## config.mk

```make
export PLATFORM = sky130hd
export DESIGN_NAME = irq_test_override
export DESIGN_NICKNAME = d
export VERILOG_FILES = /design/src/irq_test_pkg.sv /design/src/irq_test_bank.sv /design/src/irq_test_override.sv
export SDC_FILE = /design/constraint.sdc
export NUM_CORES = 1
export LEC_CHECK = 0
export CORE_UTILIZATION = 25
export DETAILED_ROUTE_END_ITERATION = 7
export DONT_BUFFER_PORTS = 1
export PLACE_DENSITY = 0.44
export SYNTH_ARGS = -nofsm -noshare
export SYNTH_HDL_FRONTEND = slang
export SYNTH_SLANG_ARGS = --single-unit
```

## constraint.sdc

```tcl
create_clock -name clk_sys -period 6.6 [get_ports clk_sys]
set_input_delay 0.66 -clock clk_sys [delete_from_list [all_inputs] [get_ports clk_sys]]
set_output_delay 0.66 -clock clk_sys [all_outputs]
set_load 0.01 [all_outputs]
```

## src/irq_test_pkg.sv

```systemverilog
// shared constants, types and register layout of the interrupt test override block
package irq_test_pkg;

  // register indices; byte address is four times the index
  localparam logic [7:0] CTL_IDX      = 8'h15;
  localparam logic [7:0] TEST_IDX     = 8'h16;
  localparam logic [7:0] CTL_ADDR     = 8'h54;
  localparam logic [7:0] TEST_ADDR    = 8'h58;

  // control register fields
  localparam int         CTL_OVR_BIT  = 4;
  localparam int         CTL_SEL_LSB  = 0;
  localparam int         SEL_W        = 4;
  localparam int         GROUP_W      = 8;

  // reset values
  localparam logic [7:0] TEST_RESET   = 8'h00;
  localparam logic [3:0] SEL_RESET    = 4'h0;
  localparam logic       OVR_RESET    = 1'b0;

  // documented group count: one group per select value
  localparam int         GROUPS_DOC   = 16;

  typedef enum logic [1:0] {
    S_IDLE = 2'b00,
    S_BUSY = 2'b01,
    S_ACK  = 2'b10
  } bus_state_t;

  typedef struct packed {
    logic        read;
    logic        write;
    logic [7:0]  address;
    logic [31:0] writedata;
    logic [3:0]  byteenable;
  } avs_req_t;

  typedef struct packed {
    logic        override_enable;
    logic [3:0]  select;
  } test_ctl_t;

  typedef struct packed {
    logic special_mode;
    logic i_mask;
    logic x_mask;
  } cpu_mode_t;

endpackage

```

## src/irq_test_bank.sv

```systemverilog
// storage of the software-written interrupt test values, one byte per group
module irq_test_bank
  import irq_test_pkg::*;
#(
  parameter int GROUPS = GROUPS_DOC
) (
  input  wire logic                        clk_sys,
  input  wire logic                        reset_n,
  input  wire logic                        wr_en,
  input  wire logic [SEL_W-1:0]            wr_idx,
  input  wire logic [GROUP_W-1:0]          wr_data,
  input  wire logic                        load_en,
  input  wire logic [GROUPS*GROUP_W-1:0]   load_data,
  input  wire logic [SEL_W-1:0]            rd_idx,
  output logic      [GROUP_W-1:0]          rd_data,
  output logic      [GROUPS*GROUP_W-1:0]   all_words
);

  if (GROUPS < 1 || GROUPS > GROUPS_DOC) begin : g_bad_groups
    $error("GROUPS must lie between 1 and 16");
  end

  typedef struct packed {
    logic [GROUPS-1:0][GROUP_W-1:0] words;
    logic [GROUP_W-1:0]             rd;
  } bank_t;

  bank_t bank_q;
  bank_t bank_d;

  always_comb begin
    bank_d = bank_q;
    // whole-bank load keeps every request pending at the moment override starts
    if (load_en) begin
      bank_d.words = load_data;
    end
    for (int g = 0; g < GROUPS; g++) begin
      if (wr_en && (32'(wr_idx) == g)) begin
        bank_d.words[g] = wr_data;
      end
    end
    bank_d.rd = (32'(rd_idx) < GROUPS) ? bank_q.words[rd_idx] : TEST_RESET;
  end

  always_ff @(posedge clk_sys or negedge reset_n) begin
    if (!reset_n) begin
      bank_q <= '0;
    end else begin
      bank_q <= bank_d;
    end
  end

  assign rd_data   = bank_q.rd;
  assign all_words = bank_q.words;

endmodule

```

## src/irq_test_override.sv

```systemverilog
// interrupt request test override: avalon register slave and request path mux
// What this block does
// - override off: test writes ignored, special reads live
// - override on: decoder sees test values instead
// - override bit writable only special, I, X
// - pending requests kept when override starts
// - select nibble picks group of eight vectors
// - select field readable and writable any time
// - special read: live inputs or written values
// - normal mode test reads return zero
// - test write needs special, override, I mask
module irq_test_override
  import irq_test_pkg::*;
#(
  parameter int GROUPS = GROUPS_DOC
) (
  input  wire logic                        clk_sys,
  input  wire logic                        reset_n,
  input  wire avs_req_t                    avs_req,
  output logic                             avs_waitrequest,
  output logic      [31:0]                 avs_readdata,
  input  wire cpu_mode_t                   cpu_mode,
  input  wire logic [GROUPS*GROUP_W-1:0]   irq_in,
  output logic      [GROUPS*GROUP_W-1:0]   irq_to_decoder
);

  ////////////////////////////////////////////////////////////////////////////
  // parameter check

  if (GROUPS < 1 || GROUPS > GROUPS_DOC) begin : g_bad_groups
    $error("GROUPS must lie between 1 and 16");
  end

  ////////////////////////////////////////////////////////////////////////////
  // state

  typedef struct packed {
    bus_state_t                  st;
    logic                        waitreq;
    logic [31:0]                 rdata;
    test_ctl_t                   ctl;
    logic [GROUPS*GROUP_W-1:0]   irq;
  } core_t;

  core_t                       q;
  core_t                       d;
  logic                        bank_we;
  logic                        bank_load;
  logic [GROUP_W-1:0]          bank_rd;
  logic [GROUPS*GROUP_W-1:0]   bank_all;
  logic [GROUP_W-1:0]          live_byte;
  logic                        sel_ok;
  logic                        ovr_allowed;
  logic                        test_wr_allowed;

  function automatic logic hit(input logic [7:0] addr, input logic [7:0] reg_addr);
    return addr == reg_addr;
  endfunction

  function automatic logic [31:0] ctl_word(input test_ctl_t c);
    logic [31:0] w;
    w = '0;
    w[CTL_OVR_BIT] = c.override_enable;
    w[CTL_SEL_LSB +: SEL_W] = c.select;
    return w;
  endfunction

  ////////////////////////////////////////////////////////////////////////////
  // test value storage

  irq_test_bank #(
    .GROUPS (GROUPS)
  ) u_bank (
    .clk_sys   (clk_sys),
    .reset_n   (reset_n),
    .wr_en     (bank_we),
    .wr_idx    (q.ctl.select),
    .wr_data   (avs_req.writedata[GROUP_W-1:0]),
    .load_en   (bank_load),
    .load_data (irq_in),
    .rd_idx    (q.ctl.select),
    .rd_data   (bank_rd),
    .all_words (bank_all)
  );

  ////////////////////////////////////////////////////////////////////////////
  // next-state logic

  assign sel_ok          = 32'(q.ctl.select) < GROUPS;
  // bit k of a group is the source whose vector low nibble is 2k
  assign live_byte       = sel_ok ? irq_in[{q.ctl.select, 3'b000} +: GROUP_W] : TEST_RESET;
  assign ovr_allowed     = cpu_mode.special_mode && cpu_mode.i_mask && cpu_mode.x_mask;
  assign test_wr_allowed = cpu_mode.special_mode && q.ctl.override_enable && cpu_mode.i_mask && sel_ok;

  always_comb begin
    d         = q;
    bank_we   = 1'b0;
    bank_load = 1'b0;
    unique case (q.st)
      S_IDLE: begin
        if (avs_req.read || avs_req.write) begin
          d.st = S_BUSY;
        end
      end
      S_BUSY: begin
        // one wait cycle so the bank's registered read data are ready
        d.st      = S_ACK;
        d.waitreq = 1'b0;
        d.rdata   = '0;
        if (avs_req.read && hit(avs_req.address, CTL_ADDR)) begin
          d.rdata = ctl_word(q.ctl);
        end else if (avs_req.read && hit(avs_req.address, TEST_ADDR) && cpu_mode.special_mode) begin
          d.rdata[GROUP_W-1:0] = q.ctl.override_enable ? bank_rd : live_byte;
        end
        // normal mode test reads and unmapped addresses read as zero
      end
      S_ACK: begin
        // write commits at the edge where the master sees waitrequest low
        d.st      = S_IDLE;
        d.waitreq = 1'b1;
        if (avs_req.write && avs_req.byteenable[0]) begin
          if (hit(avs_req.address, CTL_ADDR)) begin
            d.ctl.select = avs_req.writedata[CTL_SEL_LSB +: SEL_W];
            if (ovr_allowed) begin
              d.ctl.override_enable = avs_req.writedata[CTL_OVR_BIT];
              bank_load = avs_req.writedata[CTL_OVR_BIT] && !q.ctl.override_enable;
            end
          end else if (hit(avs_req.address, TEST_ADDR)) begin
            bank_we = test_wr_allowed;
          end
        end
      end
      default: begin
        d.st      = S_IDLE;
        d.waitreq = 1'b1;
      end
    endcase
    // decoder sees live inputs, or the bank while override is on
    d.irq = q.ctl.override_enable ? bank_all : irq_in;
  end

  always_ff @(posedge clk_sys or negedge reset_n) begin
    if (!reset_n) begin
      q.st                  <= S_IDLE;
      q.waitreq             <= 1'b1;
      q.rdata               <= '0;
      q.ctl.override_enable <= OVR_RESET;
      q.ctl.select          <= SEL_RESET;
      q.irq                 <= '0;
    end else begin
      q <= d;
    end
  end

  assign avs_waitrequest = q.waitreq;
  assign avs_readdata    = q.rdata;
  assign irq_to_decoder  = q.irq;

  ////////////////////////////////////////////////////////////////////////////
  // assertions

  logic commit_wr;
  logic ack_rd_test;
  logic ack_rd_ctl;
  logic ack_rd_other;
  assign commit_wr    = (q.st == S_ACK) && avs_req.write && avs_req.byteenable[0];
  assign ack_rd_test  = (q.st == S_ACK) && avs_req.read && hit(avs_req.address, TEST_ADDR);
  assign ack_rd_ctl   = (q.st == S_ACK) && avs_req.read && hit(avs_req.address, CTL_ADDR);
  assign ack_rd_other = (q.st == S_ACK) && avs_req.read
                        && !hit(avs_req.address, TEST_ADDR) && !hit(avs_req.address, CTL_ADDR);

  // two checks per group: a write must leave every other group untouched, and each live byte must reach its own decoder group
  for (genvar g = 0; g < GROUPS; g++) begin : g_group_check

  end
endmodule

```

==> impl_metrics.toml <==
[flow_run]
maxCapViolCount = 0

[global_route]
grt_max_degree = 281
antenna_found_initial = 6
grt_pass1_vias = 9321
grt_pass1_wl_um = 75200
grt-ovfl-total = 0
grtUsageTotal = 0.169

[sta]
slew_viol_final = 0
fmax_mhz = 262
relSlewSlack = 0.245
setup_tns_ns = 0
rsz0062_at_grt = "no"
fin_crit_ns = 3.81
hold-worst-slack_ns = -0.184
fin_crit_sh = 0.577
skew_ns = 0.0134
setup_violations = 0
worst_slew_pin_slew_ns = 1.12
hold_viol_final = 279

[layout]
layout_common_cells = "mux2_2 (357), dfrtp_1 (276), mux4_2 (50)"
final_common_cell = "mux2_2"
nets = 1161
drive_gt1_frac = 0.498
syn_to_final_growth_pct = 5.78

[synthesis]
syn_area_mm2 = 0.0156
synth_xor_area_frac = 0
synth_enable_flop_cells = 0
synthMuxAreaShare = 0.355
async_flop_share = 1.00
synth_simple_gate_area_frac = 0.0608
yosys.area.top_type = "dfrtp_1"
ys.warnings.count = 0
synth-adder-area-share = 0
syn_inst = 1141
synth_area_leaders = "dfrtp_1 (45%), mux2_2 (26%), buf_4 (7.8%)"
ys_seq_area_frac = 0.451
synth-compound-area-share = 0.0354
synth.top_cell.area_share = 0.449
synth-main-ff-cell = "dfrtp_1"
netlist-cell-type-count = 45
synth_top_family_by_area = "multiplexers"
syn_avg_cell_area_um2 = 13.6
synth.ff_latch_count = 280

[worst_setup_path]
critPathRequiredTime_ns = 7.03
cp-end-kind = "register"
reg2reg_depth = 4
r2r_slack_ns = 2.79
startpoint = "q[132]"
crit_end = "u_bank.all_words[35]"
worstReg2RegStart = "q[132]"
worst_ep_arrival_time_ns = 4.25
cp_max_fo = 49
crit_type = "register to register"
r2r_end = "u_bank.all_words[35]"
startpoint_type = "register"

[clock_tree]
clock_sinks = 280
cts_tree = "done"
clock_latency_ns = 0.56
cts.htree.levels = 2
cts_max_path_buffers = 3
clockRootBuffer = "clkbuf_16"
clkSlewWorstSetupHoldPaths_ns = 0.06
cts_made_buffers = 37

[status]
violations = "hold timing"
status = "finished, violations left"

[route]
wirelength_um = 53300
drt-initial-drc-count = 453
first_pass_iters = 6
avgRoutedWirePerCell_um = 28.8
via_per_inst = 4.64
vias = 8569
drc = 0
ant_nets = 0

[floorplanning]
die-area_mm2 = 0.0632
ioPinCount = 340
initial_utilization = 0.253
die_h_um = 251
core_mm2 = 0.0616
die_w_um = 251
fp-row-count = 91

[placement]
numPortBuffers = 0
place_congestion = 0.811
dp_hpwl_um = 37300

[worst_hold_path]
hold_path_class = "input port to asynchronous set/reset pin"

[power]
powerDensity_mw_per_mm2 = 236
ir_worst_vdd_mv = 0.134
power.leakage_nw = 7.49
-- routing by layer --
metal	track usage	wire [µm]
met1	0.220	23200
met4	0.0493	1350
met2	0.261	24300
met3	0.0620	4470
met5	0	0
-- how the worst min path moves through the flow --
stage	depth (start not counted)	to	slack, ns	from
after floorplan	0	avs_readdata[0]	0.36	reset_n
after global placement	0	u_bank.all_words[89]	0.38	reset_n
after detailed placement	0	u_bank.all_words[81]	0.38	reset_n
after CTS	0	u_bank.all_words[81]	-0.23	reset_n
after global routing	0	u_bank.all_words[88]	-0.22	reset_n
final	0	u_bank.all_words[88]	-0.18	reset_n
-- state kept, by name, summed over array words and instances, names as in the netlist --
signal / cells
u_bank.all_words: 128
u_bank.rd_data: 8
irq_to_decoder: 128
avs_readdata: 8
avs_waitrequest: 1
q: 7
-- cells by family after synthesis --
logic type,after synthesis
AO/OA/AOI/OAI,74
buffers and inverters,233
flip-flops,280
multiplexers,444
other,1
AND/OR/NAND/NOR,109
-- critical path: stages, from the launching register on --
cell	delay [ns]
dfrtp_4	0.71
buf_4	0.62
nand4_4	0.70
nor4_4	1.14
mux2_2	0.42
-- per-stage QoR --
| stage | cells | setup WS, ns | util | area (µm²) | power, mW |
|---|---|---|---|---|---|
| floorplan | 1164 | 4.00 | - | 15600 | 1.86 |
| global placement | 1780 | 2.74 | 0.248 | 15300 | 1.88 |
| detailed placement | 1780 | 2.70 | 0.248 | 15300 | 1.88 |
| CTS | 1845 | 2.69 | 0.267 | 16400 | 3.96 |
| global route | 1845 | 2.54 | 0.267 | 16400 | 4.02 |
| finish | 1847 | 2.79 | 0.267 | 16500 | 3.88 |
-- report_power, final --
part / switching (mW) / internal (mW) / leakage (nW)
clock network: 0.825 / 1.21 / 0.576
registers: 0.0147 / 1.73 / 3.90
logic: 0.0642 / 0.0360 / 3.01
-- cell usage after synthesis (2+ instances only) --
cell       instances
a22oi_1            4
inv_1              2
a22o_1             4
dfrtp_1          279
nand3_1            2
and4b_1            2
clkbuf_1          28
buf_4            162
and3_1             2
o22ai_1            7
or2_2              2
a211oi_1           6
mux4_2            50
a2111oi_0          8
nor3b_1           16
a31oi_1            7
nand2_1            9
nand2b_1           9
nor3_1            10
a21oi_1            6
mux2_2           357
o21ai_0           12
buf_2             25
a221o_1           16
nor2b_1           18
nor2_1            13
and2_1             2
buf_1             15
nor4_4            16
mux2i_1           37
-- cell type report --
cell class,count,area (µm²)
Antenna cell,2,5.00
Clock buffer,48,1020
Clock inverter,17,176
Fill cell,6279,45100
Inverter,2,7.51
Multi-Input combinational cell,651,7100
Sequential cell,280,7020
Tap cell,837,1050
Timing Repair Buffer,10,75.1
-- what timing repair did --
| item | in CTS | in global routing |
|---|---|---|
| hold endpoints to repair | 279 | 279 |
| resized for setup | 0 | 0 |
| buffers inserted | 0 | 0 |
No activity file was read; power rests on OpenSTA's default activity.
